[config.mk]
export PLATFORM = sky130hd
export DESIGN_NAME = tsg_top
export DESIGN_NICKNAME = d
export VERILOG_FILES = /design/src/pkg/tsg_pkg.sv /design/src/pkg/tsg_tick_if.sv /design/src/rtl/tsg_subcarrier.sv /design/src/rtl/tsg_lock_detect.sv /design/src/rtl/tsg_top.sv
export SDC_FILE = /design/constraint.sdc
export NUM_CORES = 1
export LEC_CHECK = 0
export ABC_AREA = 1
export ABC_CLOCK_PERIOD_IN_PS = 4140
export BUFFER_PORTS_ARGS = -buffer_cell sky130_fd_sc_hd__buf_2
export CORE_UTILIZATION = 40
export DETAILED_ROUTE_END_ITERATION = 10
export PLACE_DENSITY_LB_ADDON = 0.12
export SYNTH_ARGS = -nofsm -noshare
export SYNTH_HDL_FRONTEND = slang
export SYNTH_SLANG_ARGS = --single-unit
[constraint.sdc]
create_clock -name clk -period 4.14 [get_ports clk]
set_clock_uncertainty 0.15 [all_clocks]
set_input_delay 0 -clock clk [delete_from_list [all_inputs] [get_ports clk]]
set_output_delay 0 -clock clk [all_outputs]
set_load 0.01 [all_outputs]
[src/pkg/tsg_pkg.sv]
// constants for the television sync pulse generator
package tsg_pkg;
  // ---------------------------------------------------------------
  // clock and times
  // ---------------------------------------------------------------
  localparam int CLK_NS = 100;
  localparam int SC_RESET_MAX_NS = 200;
  localparam int SC_RESET_MAX_CYC_I = (SC_RESET_MAX_NS / CLK_NS < 1) ? 1 :
                                      SC_RESET_MAX_NS / CLK_NS;
  localparam logic [1:0] SC_RESET_MAX_CYC = 2'(SC_RESET_MAX_CYC_I);
  localparam int LOCK_ACQUIRE_MS = 34;
  localparam int LOCK_ACQUIRE_CYC_DEF = LOCK_ACQUIRE_MS * 1000000 / CLK_NS;
  localparam int LOCK_TIMER_W = 19;
  // ---------------------------------------------------------------
  // divider chain
  // ---------------------------------------------------------------
  localparam logic [2:0] PRESC_LAST = 3'h6;
  localparam logic [6:0] UNIT_LAST = 7'h40;
  localparam logic [9:0] HALF_LINE_LAST = 10'h20c;
  localparam logic [6:0] LEAD_MONO_UNITS = 7'h04;
  localparam logic [6:0] LEAD_COLOUR_UNITS = 7'h01;
  localparam logic [2:0] LEAD_PIPE_CLK = 3'h2;
  // ---------------------------------------------------------------
  // decode positions in units of one sixty-fifth half line; the vertical ends are counted in half lines
  // ---------------------------------------------------------------
  localparam logic [6:0] HSYNC_W = 7'h0a;
  localparam logic [6:0] EQ_W = 7'h05;
  localparam logic [6:0] BROAD_W = 7'h37;
  localparam logic [6:0] HDRIVE_W = 7'h0d;
  localparam logic [6:0] BLANK_TAIL_START = 7'h3e;
  localparam logic [6:0] BLANK_HEAD_END = 7'h13;
  localparam logic [6:0] BURST_START = 7'h0b;
  localparam logic [6:0] BURST_END = 7'h10;
  localparam logic [9:0] EQ1_END = 10'h006;
  localparam logic [9:0] BROAD_END = 10'h00c;
  localparam logic [9:0] EQ2_END = 10'h012;
  localparam logic [9:0] VDRIVE_END = 10'h012;
  localparam logic [9:0] VBLANK_END = 10'h02a;
  // ---------------------------------------------------------------
  // lock detector thresholds in units
  // ---------------------------------------------------------------
  localparam logic [7:0] FULL_LINE_MIN = 8'h62;
  localparam logic [7:0] EQ_WIDTH_MAX = 8'h08;
  localparam logic [7:0] COUNT_SAT = 8'hff;
endpackage : tsg_pkg

[src/pkg/tsg_tick_if.sv]
// carrier between the timing chain and the lock detector
`timescale 1ns/1ps
interface tsg_tick_if;
  logic unit_tick;
  logic sync_in;
  logic lead_edge;
  logic lock_load;
  modport chain (output unit_tick, output sync_in, input lead_edge, input lock_load);
  modport det (input unit_tick, input sync_in, output lead_edge, output lock_load);
endinterface : tsg_tick_if

[src/rtl/tsg_subcarrier.sv]
// four-state johnson counter for the colour subcarrier
`timescale 1ns/1ps
module tsg_subcarrier #(
  parameter int STAGES = 2
) (
  input wire logic clk,
  input wire logic resetn,
  input wire logic run,
  output logic subcarrier
);
  logic [STAGES-1:0] q;
  logic [STAGES-1:0] next_q;

  // ---------------------------------------------------------------
  // johnson shift, cleared while stopped
  // ---------------------------------------------------------------
  genvar i;
  generate
    for (i = 0; i < STAGES; i++) begin : g_stage
      if (i == 0) begin : g_head
        assign next_q[i] = run & ~q[STAGES-1];
      end else begin : g_body
        assign next_q[i] = run & q[i-1];
      end
    end
  endgenerate

  always_ff @(posedge clk or negedge resetn) begin
    if (!resetn) begin
      q <= '0;
    end else begin
      q <= next_q;
    end
  end

  // restarts on the first clock after run rises
  assign subcarrier = q[STAGES-1];
endmodule : tsg_subcarrier

[src/rtl/tsg_lock_detect.sv]
// finds the first equalizing pulse of the odd field on sync input
`timescale 1ns/1ps
module tsg_lock_detect (
  input wire logic clk,
  input wire logic resetn,
  tsg_tick_if.det bus
);
  logic sync_q;
  logic [7:0] interval;
  logic [7:0] width;
  logic prev_full;
  logic [7:0] next_interval;
  logic [7:0] next_width;
  logic next_prev_full;
  logic rise;
  logic fall;

  assign rise = bus.sync_in & ~sync_q;
  assign fall = ~bus.sync_in & sync_q;

  // ---------------------------------------------------------------
  // spacing and width measure
  // ---------------------------------------------------------------
  always_comb begin
    next_interval = interval;
    next_width = width;
    next_prev_full = prev_full;
    if (rise) begin
      next_prev_full = (interval >= tsg_pkg::FULL_LINE_MIN);
      next_interval = '0;
      next_width = '0;
    end else if (bus.unit_tick) begin
      if (interval != tsg_pkg::COUNT_SAT) begin
        next_interval = interval + 8'h01;
      end
      if (bus.sync_in && width != tsg_pkg::COUNT_SAT) begin
        next_width = width + 8'h01;
      end
    end
  end

  always_ff @(posedge clk or negedge resetn) begin
    if (!resetn) begin
      sync_q <= 1'b0;
      interval <= '0;
      width <= '0;
      prev_full <= 1'b0;
    end else begin
      sync_q <= bus.sync_in;
      interval <= next_interval;
      width <= next_width;
      prev_full <= next_prev_full;
    end
  end

  // narrow pulse a full line after the last one opens the odd field
  assign bus.lead_edge = rise;
  assign bus.lock_load = fall & prev_full & (width < tsg_pkg::EQ_WIDTH_MAX);
endmodule : tsg_lock_detect

[src/rtl/tsg_top.sv]
// sync pulse generator: divider chain, decoders, mode and gen-lock
`timescale 1ns/1ps
module tsg_top #(
  parameter int LOCK_ACQUIRE_CYC = tsg_pkg::LOCK_ACQUIRE_CYC_DEF
) (
  input wire logic clk,
  input wire logic resetn,
  input wire logic colour_mono_select,
  input wire logic comp_sync_in,
  output logic h_drive,
  output logic v_drive,
  output logic comp_sync,
  output logic comp_blank,
  output logic burst_flag,
  output logic odd_field_pulse,
  output logic even_field_pulse,
  output logic subcarrier,
  output logic mono_active,
  output logic genlock_locked
);
  tsg_tick_if u_if ();

  // ---------------------------------------------------------------
  // mode select filter
  // ---------------------------------------------------------------
  logic [1:0] low_cnt;
  logic mono_mode;
  logic [1:0] next_low_cnt;
  logic next_mono_mode;
  logic low_full;

  assign low_full = low_cnt == tsg_pkg::SC_RESET_MAX_CYC;

  always_comb begin
    next_low_cnt = low_cnt;
    next_mono_mode = mono_mode;
    if (colour_mono_select) begin
      next_low_cnt = '0;
      next_mono_mode = 1'b0;
    end else if (low_full) begin
      next_mono_mode = 1'b1;
    end else begin
      next_low_cnt = low_cnt + 2'h1;
    end
  end

  always_ff @(posedge clk or negedge resetn) begin
    if (!resetn) begin
      low_cnt <= '0;
      mono_mode <= 1'b0;
    end else begin
      low_cnt <= next_low_cnt;
      mono_mode <= next_mono_mode;
    end
  end

  // ---------------------------------------------------------------
  // subcarrier
  // ---------------------------------------------------------------
  tsg_subcarrier #(
    .STAGES(2)
  ) u_sc (
    .clk(clk),
    .resetn(resetn),
    .run(colour_mono_select),
    .subcarrier(subcarrier)
  );

  // ---------------------------------------------------------------
  // lock detector
  // ---------------------------------------------------------------
  tsg_lock_detect u_det (
    .clk(clk),
    .resetn(resetn),
    .bus(u_if.det)
  );

  // ---------------------------------------------------------------
  // divider chain and shadow chain
  // ---------------------------------------------------------------
  logic [2:0] presc;
  logic [6:0] unit;
  logic h_half;
  logic [9:0] half_line;
  logic odd_field;
  logic [2:0] sh_presc;
  logic [6:0] sh_unit;
  logic [2:0] next_presc;
  logic [6:0] next_unit;
  logic next_h_half;
  logic [9:0] next_half_line;
  logic next_odd_field;
  logic [2:0] next_sh_presc;
  logic [6:0] next_sh_unit;
  logic unit_tick;
  logic sh_tick;
  logic unit_wrap;
  logic field_wrap;
  logic sh_wrap;

  // monochrome skips the divide-by-7 stage
  assign unit_tick = mono_mode | (presc == tsg_pkg::PRESC_LAST);
  assign sh_tick = mono_mode | (sh_presc == tsg_pkg::PRESC_LAST);
  assign u_if.unit_tick = unit_tick;
  assign u_if.sync_in = comp_sync_in;
  assign unit_wrap = unit == tsg_pkg::UNIT_LAST;
  assign field_wrap = half_line == tsg_pkg::HALF_LINE_LAST;
  assign sh_wrap = sh_unit == tsg_pkg::UNIT_LAST;

  always_comb begin
    next_presc = presc;
    next_unit = unit;
    next_h_half = h_half;
    next_half_line = half_line;
    next_odd_field = odd_field;
    next_sh_presc = sh_presc;
    next_sh_unit = sh_unit;
    // shadow chain tracks where the output must be relative to input
    // lead gains two clocks: input sample and output flop
    if (u_if.lead_edge) begin
      if (mono_mode) begin
        next_sh_presc = '0;
        next_sh_unit = tsg_pkg::LEAD_MONO_UNITS + {4'h0, tsg_pkg::LEAD_PIPE_CLK};
      end else begin
        next_sh_presc = tsg_pkg::LEAD_PIPE_CLK;
        next_sh_unit = tsg_pkg::LEAD_COLOUR_UNITS;
      end
    end else if (sh_tick) begin
      next_sh_presc = '0;
      next_sh_unit = sh_wrap ? 7'h00 : sh_unit + 7'h01;
    end else begin
      next_sh_presc = sh_presc + 3'h1;
    end
    // main chain
    if (u_if.lock_load) begin
      next_presc = next_sh_presc;
      next_unit = next_sh_unit;
      next_h_half = 1'b0;
      next_half_line = '0;
      next_odd_field = 1'b1;
    end else if (unit_tick) begin
      next_presc = '0;
      if (unit_wrap) begin
        next_unit = '0;
        next_h_half = ~h_half;
        if (field_wrap) begin
          next_half_line = '0;
          next_odd_field = ~odd_field;
        end else begin
          next_half_line = half_line + 10'h001;
        end
      end else begin
        next_unit = unit + 7'h01;
      end
    end else begin
      next_presc = presc + 3'h1;
    end
  end

  always_ff @(posedge clk or negedge resetn) begin
    if (!resetn) begin
      presc <= '0;
      unit <= '0;
      h_half <= 1'b0;
      half_line <= '0;
      odd_field <= 1'b1;
      sh_presc <= '0;
      sh_unit <= '0;
    end else begin
      presc <= next_presc;
      unit <= next_unit;
      h_half <= next_h_half;
      half_line <= next_half_line;
      odd_field <= next_odd_field;
      sh_presc <= next_sh_presc;
      sh_unit <= next_sh_unit;
    end
  end

  // ---------------------------------------------------------------
  // line and field decoders
  // ---------------------------------------------------------------
  logic next_h_drive;
  logic next_v_drive;
  logic next_comp_sync;
  logic next_comp_blank;
  logic next_burst_flag;
  logic next_odd_pulse;
  logic next_even_pulse;
  logic line_start;
  logic in_vsync;
  logic field_start;
  logic vblank;
  logic blank_head;
  logic blank_tail;
  logic burst_window;
  typedef enum logic [1:0] {
    REGION_EQ,
    REGION_BROAD,
    REGION_LINE
  } tsg_region_t;
  tsg_region_t region;

  assign line_start = ~h_half;
  assign in_vsync = half_line < tsg_pkg::EQ2_END;
  assign field_start = half_line == '0;
  assign vblank = half_line < tsg_pkg::VBLANK_END;
  assign blank_head = line_start & (unit < tsg_pkg::BLANK_HEAD_END);
  assign blank_tail = h_half & (unit >= tsg_pkg::BLANK_TAIL_START);
  assign burst_window = line_start & (unit >= tsg_pkg::BURST_START) &
                        (unit < tsg_pkg::BURST_END);

  // class of each half line in the vertical interval
  always_comb begin
    if (half_line < tsg_pkg::EQ1_END) begin
      region = REGION_EQ;
    end else if (half_line < tsg_pkg::BROAD_END) begin
      region = REGION_BROAD;
    end else if (half_line < tsg_pkg::EQ2_END) begin
      region = REGION_EQ;
    end else begin
      region = REGION_LINE;
    end
  end

  always_comb begin
    next_h_drive = line_start & (unit < tsg_pkg::HDRIVE_W);
    next_v_drive = half_line < tsg_pkg::VDRIVE_END;
    // composite sync: equalizing, broad or line sync per half line
    case (region)
      REGION_EQ: begin
        next_comp_sync = unit < tsg_pkg::EQ_W;
      end
      REGION_BROAD: begin
        next_comp_sync = unit < tsg_pkg::BROAD_W;
      end
      default: begin
        next_comp_sync = line_start & (unit < tsg_pkg::HSYNC_W);
      end
    endcase
    next_comp_blank = vblank | blank_tail | blank_head;
    // burst only in colour and outside the vertical sync interval
    next_burst_flag = ~mono_mode & ~in_vsync & burst_window;
    next_odd_pulse = odd_field & field_start;
    next_even_pulse = ~odd_field & field_start;
  end

  // ---------------------------------------------------------------
  // output registers
  // ---------------------------------------------------------------
  always_ff @(posedge clk or negedge resetn) begin
    if (!resetn) begin
      h_drive <= 1'b0;
      v_drive <= 1'b0;
      comp_sync <= 1'b0;
      comp_blank <= 1'b0;
      burst_flag <= 1'b0;
      odd_field_pulse <= 1'b0;
      even_field_pulse <= 1'b0;
      mono_active <= 1'b0;
    end else begin
      h_drive <= next_h_drive;
      v_drive <= next_v_drive;
      comp_sync <= next_comp_sync;
      comp_blank <= next_comp_blank;
      burst_flag <= next_burst_flag;
      odd_field_pulse <= next_odd_pulse;
      even_field_pulse <= next_even_pulse;
      mono_active <= mono_mode;
    end
  end

  // ---------------------------------------------------------------
  // lock status
  // ---------------------------------------------------------------
  logic [tsg_pkg::LOCK_TIMER_W-1:0] lock_timer;
  logic [tsg_pkg::LOCK_TIMER_W-1:0] next_lock_timer;
  logic next_locked;
  logic lock_expired;
  localparam logic [tsg_pkg::LOCK_TIMER_W-1:0] LOCK_LAST =
    tsg_pkg::LOCK_TIMER_W'(LOCK_ACQUIRE_CYC - 1);

  assign lock_expired = lock_timer == LOCK_LAST;

  always_comb begin
    next_lock_timer = lock_timer;
    next_locked = genlock_locked;
    if (u_if.lock_load) begin
      next_lock_timer = '0;
      next_locked = 1'b1;
    end else if (lock_expired) begin
      next_locked = 1'b0;
    end else begin
      next_lock_timer = lock_timer + 1'b1;
    end
  end

  always_ff @(posedge clk or negedge resetn) begin
    if (!resetn) begin
      lock_timer <= '0;
      genlock_locked <= 1'b0;
    end else begin
      lock_timer <= next_lock_timer;
      genlock_locked <= next_locked;
    end
  end
endmodule : tsg_top

## Yosys cells after proc, flatten, opt, wreduce, memory -nomap -nowiden

Index checks and enable logic that the tools add are counted.

- Register bits after elaboration: 83
- Bits of input ports: 4

- Add/sub/neg operators: 9
- $lt $le $gt $ge: 14
- Equal/unequal tests: 12
- Muxes and demuxes: 41
- Bitwise logic cells: 27
- Reduce and logical (&&, ||, !) cells: 15

Operator list:

| cell | count |
|---|---|
| two-way mux 8 bit | 6 |
| two-way mux 7 bit | 6 |
| two-way mux 10 bit | 4 |
| two-way mux 19 bit | 2 |
| adder 19 x 1 -> 19 bit, second input constant | 1 |
| == test 19 bit, second input constant | 1 |
| adder 8 x 1 -> 8 bit, second input constant | 2 |
| AND 1 bit | 16 |
| != test 8 bit, second input constant | 2 |
| nonzero test 2 bit | 8 |
| two-way mux 3 bit | 5 |
| adder 7 x 1 -> 7 bit, second input constant | 2 |
| == test 7 bit, second input constant | 2 |
| less-than comparator 7 x 4 -> 1 bit, second input constant | 2 |
| less-than comparator 7 x 5 -> 1 bit, second input constant | 2 |
| two-way mux 2 bit | 6 |
| two-way mux 1 bit | 11 |
| adder 10 x 1 -> 10 bit, second input constant | 1 |
| == test 10 bit, second input constant | 1 |
| zero test 10 bit | 1 |
| less-than comparator 10 x 3 -> 1 bit, second input constant | 1 |
| less-than comparator 10 x 4 -> 1 bit, second input constant | 1 |
| less-than comparator 10 x 5 -> 1 bit, second input constant | 1 |
| less-than comparator 10 x 6 -> 1 bit, second input constant | 1 |
| 20 further kinds | 33 |

## Logic depth before layout (Yosys ltp)

Gate-level depths: netlist (run 1).

- Depth in word-level cells: 6
- Depth in mapped cells: 12
- Mapped depth without buffers: 12

## By module

Synthesis (run 1) repeated with hierarchy kept, for this count alone.

- Cell total of the unflattened synthesis: 663
- Area total of the unflattened synthesis: 4956.0 µm²

By module, submodules not included:

| module | instances | cells each | area each (µm²) | sequential area each (µm²) |
|---|---|---|---|---|
| tsg_top | 1 | 502 | 3796.1 | 1577.8 |
| tsg_lock_detect | 1 | 155 | 1092.3 | 450.4 |
| tsg_subcarrier | 1 | 6 | 67.6 | 50.0 |

## Worst setup path after synthesis (run 1)

Ideal clock, no wire load.

- Path type: reg2reg
- Start point: register half_line[0]
- End point: register half_line[9]
- Setup time: 0.117 ns
- Arrival time: 1.254 ns
- Data required time: 3.873 ns
- Path slack: 2.619 ns
- Stages on the path, launching flop included: 8
- Clock period less this slack: 1.521 ns
- Cell sequence: dfrtp_1 -> inv_1 -> ha_1 -> nand3_1 -> nor3_1 -> nor2_1 -> nand3_1 -> nand2_1

- Longest elaborated chain between the ends: 5
- Elaborated cells on any way between the ends: 6

Ends and longest elaborated chain:

| item | line | RTL |
|---|---|---|
| from (decl) | tsg_top.sv:84 | `logic [9:0] half_line;` |
| from (signal assigned) | tsg_top.sv:173 | `half_line <= next_half_line;` |
| adder 10 x 1 -> 10 bit / == test 10 bit (equally long branches) | tsg_top.sv:150, tsg_top.sv:107 |  |
| two-way mux 10 bit (*) | tsg_top.sv:146 | `if (field_wrap) begin` |
| two-way mux 10 bit (*) | tsg_top.sv:143 | `if (unit_wrap) begin` |
| two-way mux 10 bit (*) | tsg_top.sv:141 | `end else if (unit_tick) begin` |
| two-way mux 10 bit (*) | tsg_top.sv:135 | `if (u_if.lock_load) begin` |

Every way passes the cells marked *; elsewhere a longest branch is shown, timed or not. The select of a mux whose other input is x is not followed.
A chain may end at the register's enable or synchronous reset.

## Worst setup path after layout (run 1)

- Start point: register u_det.width[3]
- End point: register half_line[7]

- Longest elaborated chain between the ends: 4
- Elaborated cells on any way between the ends: 6

Ends and longest elaborated chain:

| item | line | RTL |
|---|---|---|
| from (decl) | tsg_lock_detect.sv:10 | `logic [7:0] width;` |
| from (signal assigned) | tsg_lock_detect.sv:51 | `width <= next_width;` |
| less-than comparator 8 x 4 -> 1 bit (*) | tsg_lock_detect.sv:58 | `assign bus.lock_load = fall & prev_full & (width < tsg_pkg::EQ_WIDTH_MAX);` |
| AND 1 bit (*) | tsg_lock_detect.sv:58 |  |
| nonzero test 2 bit (no source line) | -- |  |
| AND reduction 2 bit (no source line) | -- |  |

Every way passes the cells marked *; elsewhere a longest branch is shown, timed or not.

==> results of run 1 <==
==> power by group through the flow <==
stage	combinational [W]	clock, W	sequential, W
after floorplan	0.000690	0	0.00116
final	0.000856	0.000817	0.00120
after detailed placement	0.000858	0	0.00121
after CTS	0.000864	0.000841	0.00120
after global routing	0.00100	0.000868	0.00123
after global placement	0.000841	0	0.00121
==> worst paths after layout <==
path,start,to,slack (ns),cells after the start
setup reg to reg,u_det.width[3],half_line[7],1.93,6
hold reg to reg,u_sc.q[1],u_sc.q[0],0.29,1
hold / removal,resetn,sh_unit[5],0.23,2
max in group asynchronous,resetn,v_drive,2.88,2
setup / recovery,u_det.width[3],half_line[7],1.93,6
min in group clk,comp_sync_in,u_det.sync_q,0.25,2
==> cell type report <==
cell class                      count  area share
Clock buffer                       14     0.04975
Clock inverter                      2    0.006602
Inverter                           87     0.06154
Multi-Input combinational cell    448      0.4383
Sequential cell                    83      0.3917
Tap cell                          143     0.03372
Timing Repair Buffer               16     0.01839
==> per-layer routing <==
metal / GRT usage / vias to the layer above / wire length (µm)
li1: - / 2082 / -
met1: 0.2493 / 1882 / 5200
met2: 0.2816 / 81 / 4435
met3: 0.02613 / 12 / 336
met4: 0.07658 / 0 / 187
met5: 0 / - / 0
==> repair_timing <==
item / CTS / global route
endpoints found under the setup margin: 0 / 0
hold endpoints to repair: 91 / 0
setup buffers: 0 / 0
hold buffers: 3 / 0
==> sequential cells by signal (all words and copies together), names as in the netlist, 2 cells and up <==
register and cells:
sh_presc 3, sh_unit 7, u_sc.q 2, unit 7, u_det.interval 8, half_line 10, low_cnt 2, lock_timer 19
u_det.width 8, presc 3
==> placed cells by master, fill, tap and decap left out, types with 2 or more instances in the layout <==
master | Yosys | layout
or2_2 | 2 | 2
xor2_1 | 10 | 10
nand2_1 | 139 | 139
o211ai_1 | 5 | 5
o31ai_1 | 2 | 2
nand3_1 | 71 | 71
o21ai_0 | 31 | 31
nor2_1 | 67 | 67
nor3_2 | 2 | 2
clkbuf_8 | 0 | 2
clkbuf_1 | 0 | 3
o21ai_1 | 17 | 17
dlygate4sd3_1 | 0 | 3
clkbuf_16 | 0 | 9
nor2_2 | 7 | 7
nand4_1 | 21 | 21
a21oi_1 | 12 | 12
nor3_1 | 11 | 11
buf_2 | 3 | 12
inv_1 | 81 | 81
ha_1 | 16 | 16
inv_2 | 6 | 6
nand3_2 | 2 | 2
nand3b_1 | 4 | 4
dfrtp_1 | 82 | 82
nand2_2 | 4 | 4
o21bai_1 | 3 | 3
and3_1 | 2 | 2
a31oi_1 | 4 | 4
nor2_4 | 2 | 2
xnor2_1 | 5 | 5
==> worst max-delay path: stages, from the launching register on <==
cell and delay [ns]:
dfrtp_1 0.43, nor2_1 0.18, nand3_2 0.59, o21ai_4 0.42
inv_2 0.15, nand2_1 0.08, o21ai_1 0.06
==> kinds of logic (layout without fill, tap and decap cells) <==
family,Yosys count,count (layout),share of synthesized area
XOR/XNOR,15,15,0.02727
buffers and inverters,98,119,0.08571
AO/OA/AOI/OAI,79,79,0.09481
AND/OR/NAND/NOR,338,338,0.3192
flip-flops,83,83,0.4314
adder cells (fa/ha/maj),16,16,0.04156
==> through the flow <==
stage | instance area, µm² | utilization
floorplan | 4817 | -
global placement | 4977 | 0.4304
detailed placement | 4977 | 0.4304
CTS | 5306 | 0.4588
global route | 5306 | 0.4588
finish | 5306 | 0.4588
==> metrics, run 1 <==
Comb pwr share 0.298; crit end category register; Post-Syn Nets 649; Synth top area share 0.4260; fin nets around 670; FF/Latch Area 2078 µm²; area of the multi-input gates 2326 µm²; post-route ant nets 0; final wirelength 10.16 mm; initial antenna violation count 0; Core Region 11560 µm²; placed cells 774; first-pass GRT wire length around 18 mm; VDD IR max 0.0002124 V; row cnt 39; post-route setup TNS 0 ns; Critical Path RT between 4 and 5 ns; crit-path max FO 33; drc violations 2; I/O pin total 14; failing checks design-rule violations; clock edge transition at the registers on the reported setup and hold paths 0.06 ns; TritonCTS Sinks 83; Starting Density 0.4165; Layout Cells excl Fill 793; CTS H-tree depth 3; Synth cell types 39; Netlist Area Pre-Place about 4800 µm²; First-pass DRT Iterations 10; Post-DP HPWL 7.153 mm; Iter 0 DRT Violations 264; Synth Register Bits 83; Synth Area per Inst 7.658 µm²; Fin. Hold Viols 0; Max-cap violations 0; sequential-to-total area share from yosys stat 0.4314; status finished, violations left; crit path time final 2.208 ns; Main synth FF type dfrtp_1; post-synthesis async set-or-reset flop share 1.000; grt ovf 0; power share of the clock group 0.285; kind of critical path register to register; final period utilization 0.5334; die width 111.7 µm; Synth warnings 0; clock buffer depth 2; Final WS setup between 1.5 and 2 ns; startpoint types register; max-slew violation count 0; Pleak 2.529 nW; Vias 4057; Final Wtd Congestion 0.8671; vias per cell 5.116; cells after synthesis between 600 and 700; Post-synth EDFFs 0; worst hold path class primary input to asynchronous set/reset pin; Diodes inserted 0; cell internal pwr 0.001828 W; CTS tree done; Net Switching 0.001042 W; WL/cell 12.81 µm; pre-CTS WS 1.911 ns; Post-CTS Resized 0; Die ar. 12490 µm²; Tightest Pin Transition ~1.1 ns; Fin Hold WS 0.2310 ns; PortBufs 13; Synth top cells by count 139 x nand2_1, 82 x dfrtp_1, 81 x inv_1; worst skew pair latency 0.34 ns; top post-synthesis cells by area dfrtp_1 43%, nand2_1 11%, nand3_1 7.4%; Setup-failing EPs final 0; Synth area leader dfrtp_1; gr usage total 0.1800; Cell Pwr Density 541.0 nW/µm²; unrepaired setup endpoints after global routing false; switching share of total power 0.3631; fill count roughly 1.2k; layout overhead on the synthesized area 10.16%; share of layout cells above drive strength 1 0.08615; overall power 0.002871 W; clk root buf clkbuf_16; number of global-route vias before repair 3887; largest net degree at the start of global routing 84; power share of the sequential group 0.417; CTS Buf Count 9; most instantiated library cell after synthesis nand2_1; Data arrival, critical path between 2 and 2.5 ns; Slew HR 0.2767; Max Fclk about 450 MHz; die span in y 111.7 µm
Note: power is estimated with default switching activity, not from simulation.
==> run 2, diff against run 1 <==
--- a/config.mk
+++ b/config.mk
@@ -6,7 +6,7 @@
 export NUM_CORES = 1
 export LEC_CHECK = 0
 export ABC_AREA = 1
-export ABC_CLOCK_PERIOD_IN_PS = 4140
+export ABC_CLOCK_PERIOD_IN_PS = 1800
 export BUFFER_PORTS_ARGS = -buffer_cell sky130_fd_sc_hd__buf_2
 export CORE_UTILIZATION = 40
 export DETAILED_ROUTE_END_ITERATION = 10
==> constraint.sdc (replaced) <==
create_clock -name clk -period 1.8 [get_ports clk]
set_clock_uncertainty 0.15 [all_clocks]
set_input_delay 0 -clock clk [delete_from_list [all_inputs] [get_ports clk]]
set_output_delay 0 -clock clk [all_outputs]
set_load 0.01 [all_outputs]
==> run 2 against run 1 <==
  * The flow still finishes with violations (design-rule violations)
  * Sequential power increased by 130%
  * Register-to-register slack got worse by 1.8 ns
  * Critical path depth increased by 2
  * Cell count increased by 2.5%
  * Utilization increased by 1.9 points
  * Largest cell class unchanged
  * Highest routed layer unchanged
==> metrics, run 2 (synthesis results as in run 1) <==
vias per cell 5.139; GRT met1 Usage 0.2726; PortBufs 13; clock buffer depth 2; first-pass GRT wire length 19.04 mm; GR Layer Usage met3 0.03375; worst hold path class primary input to asynchronous set/reset pin; Cell Pwr Density 1231 nW/µm²; Slew HR 0.6778; worst skew pair latency 0.35 ns; CTS H-tree depth 3; Final Wtd Congestion 0.8364; Largest regs lock_timer: 19 flops, half_line: 10 flops; crit path time final 1.679 ns; largest net degree at the start of global routing 37; crit-path max FO 7; M2 GR Usage 0.2795; Data arrival, critical path 1.76 ns; Max Fclk 595.8 MHz; Setup-failing EPs final 0; Fin Hold WS 0.006622 ns; Core Region about 12000 µm²; final period utilization 0.9325; Core Util, Final 0.4777; CTS tree done; I/O pin total 14; overall power 0.006799 W; row cnt 39; Max-cap violations 0; Starting Density 0.4165; crit end category register; Die ar. around 12000 µm²; Fin. Hold Viols 0; First-pass DRT Iterations 10; WL/cell 13.32 µm; final wirelength 10.83 mm; Iter 0 DRT Violations ~290; VDD IR max approximately 0.0005 V; Tightest Pin Transition ~0.48 ns; die span in y 111.7 µm; TritonCTS Sinks between 80 and 90; Largest Register lock_timer; failing checks design-rule violations; placed cells 790; Vias 4178; share of layout cells above drive strength 1 0.1299; max reg flops 19; number of global-route vias before repair 4034; leading cell types in the layout, fill and taps excluded 139 x nand2_1, 82 x dfrtp_1, 80 x inv_1; CTS Buf Count 9; layout overhead on the synthesized area 14.68%; fin nets 685; die width 111.7 µm; busiest grt layer met2; kind of critical path register to register; clk root buf clkbuf_16; gr usage total 0.1899; Pleak between 2 and 3 nW; Critical Path RT 1.88 ns; initial antenna violation count 0; status finished, violations left; Layout Cells excl Fill 813; clock edge transition at the registers on the reported setup and hold paths 0.06 ns; max-slew violation count 0; startpoint types register; post-route ant nets 0; commonest non-fill, non-tap cell in the layout nand2_1; grt ovf 0; Post-DP HPWL 7.764 mm; Diodes inserted 0; unrepaired setup endpoints after global routing true; drc violations 2
run 2: changes by cell type in the layout (fill, tap and decap cells not counted), moves of 2 or more:
| cell | previous run | this run |
|---|---|---|
| ha_2 | 0 | 3 |
| o21ai_0 | 31 | 29 |
| clkbuf_1 | 3 | 1 |
| nor2_1 | 67 | 64 |
| ha_1 | 16 | 13 |
| nand2_4 | 1 | 3 |
| clkbuf_8 | 2 | 0 |
| o21ai_1 | 17 | 19 |
| nand2_2 | 4 | 2 |
| clkinv_4 | 0 | 3 |
| buf_4 | 1 | 19 |
| nor2_4 | 2 | 4 |
run 2: per-stage QoR:
stage               setup WS (ns)  cell area, µm²   TNS, ns
floorplan                  0.2786            4817         0
detailed placement        0.08997            5110         0
CTS                       0.06834            5435         0
global placement           0.1091            5110         0
global route             -0.02823            5524  -0.04829
finish                     0.1215            5524         0
run 2: layout make-up:
type                    instances  area [µm²]
clock buffers                  10       229.0
clock inverters                 6       66.31
fillers                      1136        6041
inverters                      87       329.1
multi-input cells             448        2379
flip-flops and latches         83        2078
well taps                     143       178.9
repair buffers                 36       264.0
run 2: metal layers:
metal,vias to the layer above,routed length (µm)
met5,-,0
met4,0,202
met3,13,355
met2,60,4693
met1,1979,5576
li1,2126,-
run 2: what timing repair did:
item / in CTS / in global routing
resized for setup: 0 / 18
setup endpoints to repair: 0 / 24
hold endpoints to repair: 91 / 0
buffers inserted: 0 / 4
hold buffers: 3 / 0
run 2: power by group:
part / internal, W / switching [W] / leakage [nW]
registers: 0.00231 / 0.000416 / 1.08
logic: 0.000897 / 0.00133 / 1.40
clock network: 0.00108 / 0.000777 / 0.146
total: 0.00428 / 0.00252 / 2.63
run 2: worst max-delay path, cell delays in order (launching register included):
cell and delay (ns):
dfrtp_1 0.36, inv_1 0.05, ha_1 0.23, a21oi_4 0.23, buf_4 0.16, o21ai_4 0.09
buf_4 0.15, nand3_1 0.06, o21ai_0 0.08
run 2: worst paths after layout:
| path | from | end | slack (ns) | cells after the start |
|---|---|---|---|---|
| setup / recovery | presc[0] | half_line[0] | 0.12 | 8 |
| hold / removal | resetn | unit[0] | 0.007 | 2 |
| setup reg to reg | presc[0] | half_line[0] | 0.12 | 8 |
| hold reg to reg | u_sc.q[1] | u_sc.q[0] | 0.28 | 1 |
| max in group asynchronous | resetn | presc[0] | 0.89 | 3 |
| min in group clk | comp_sync_in | u_det.sync_q | 0.25 | 2 |
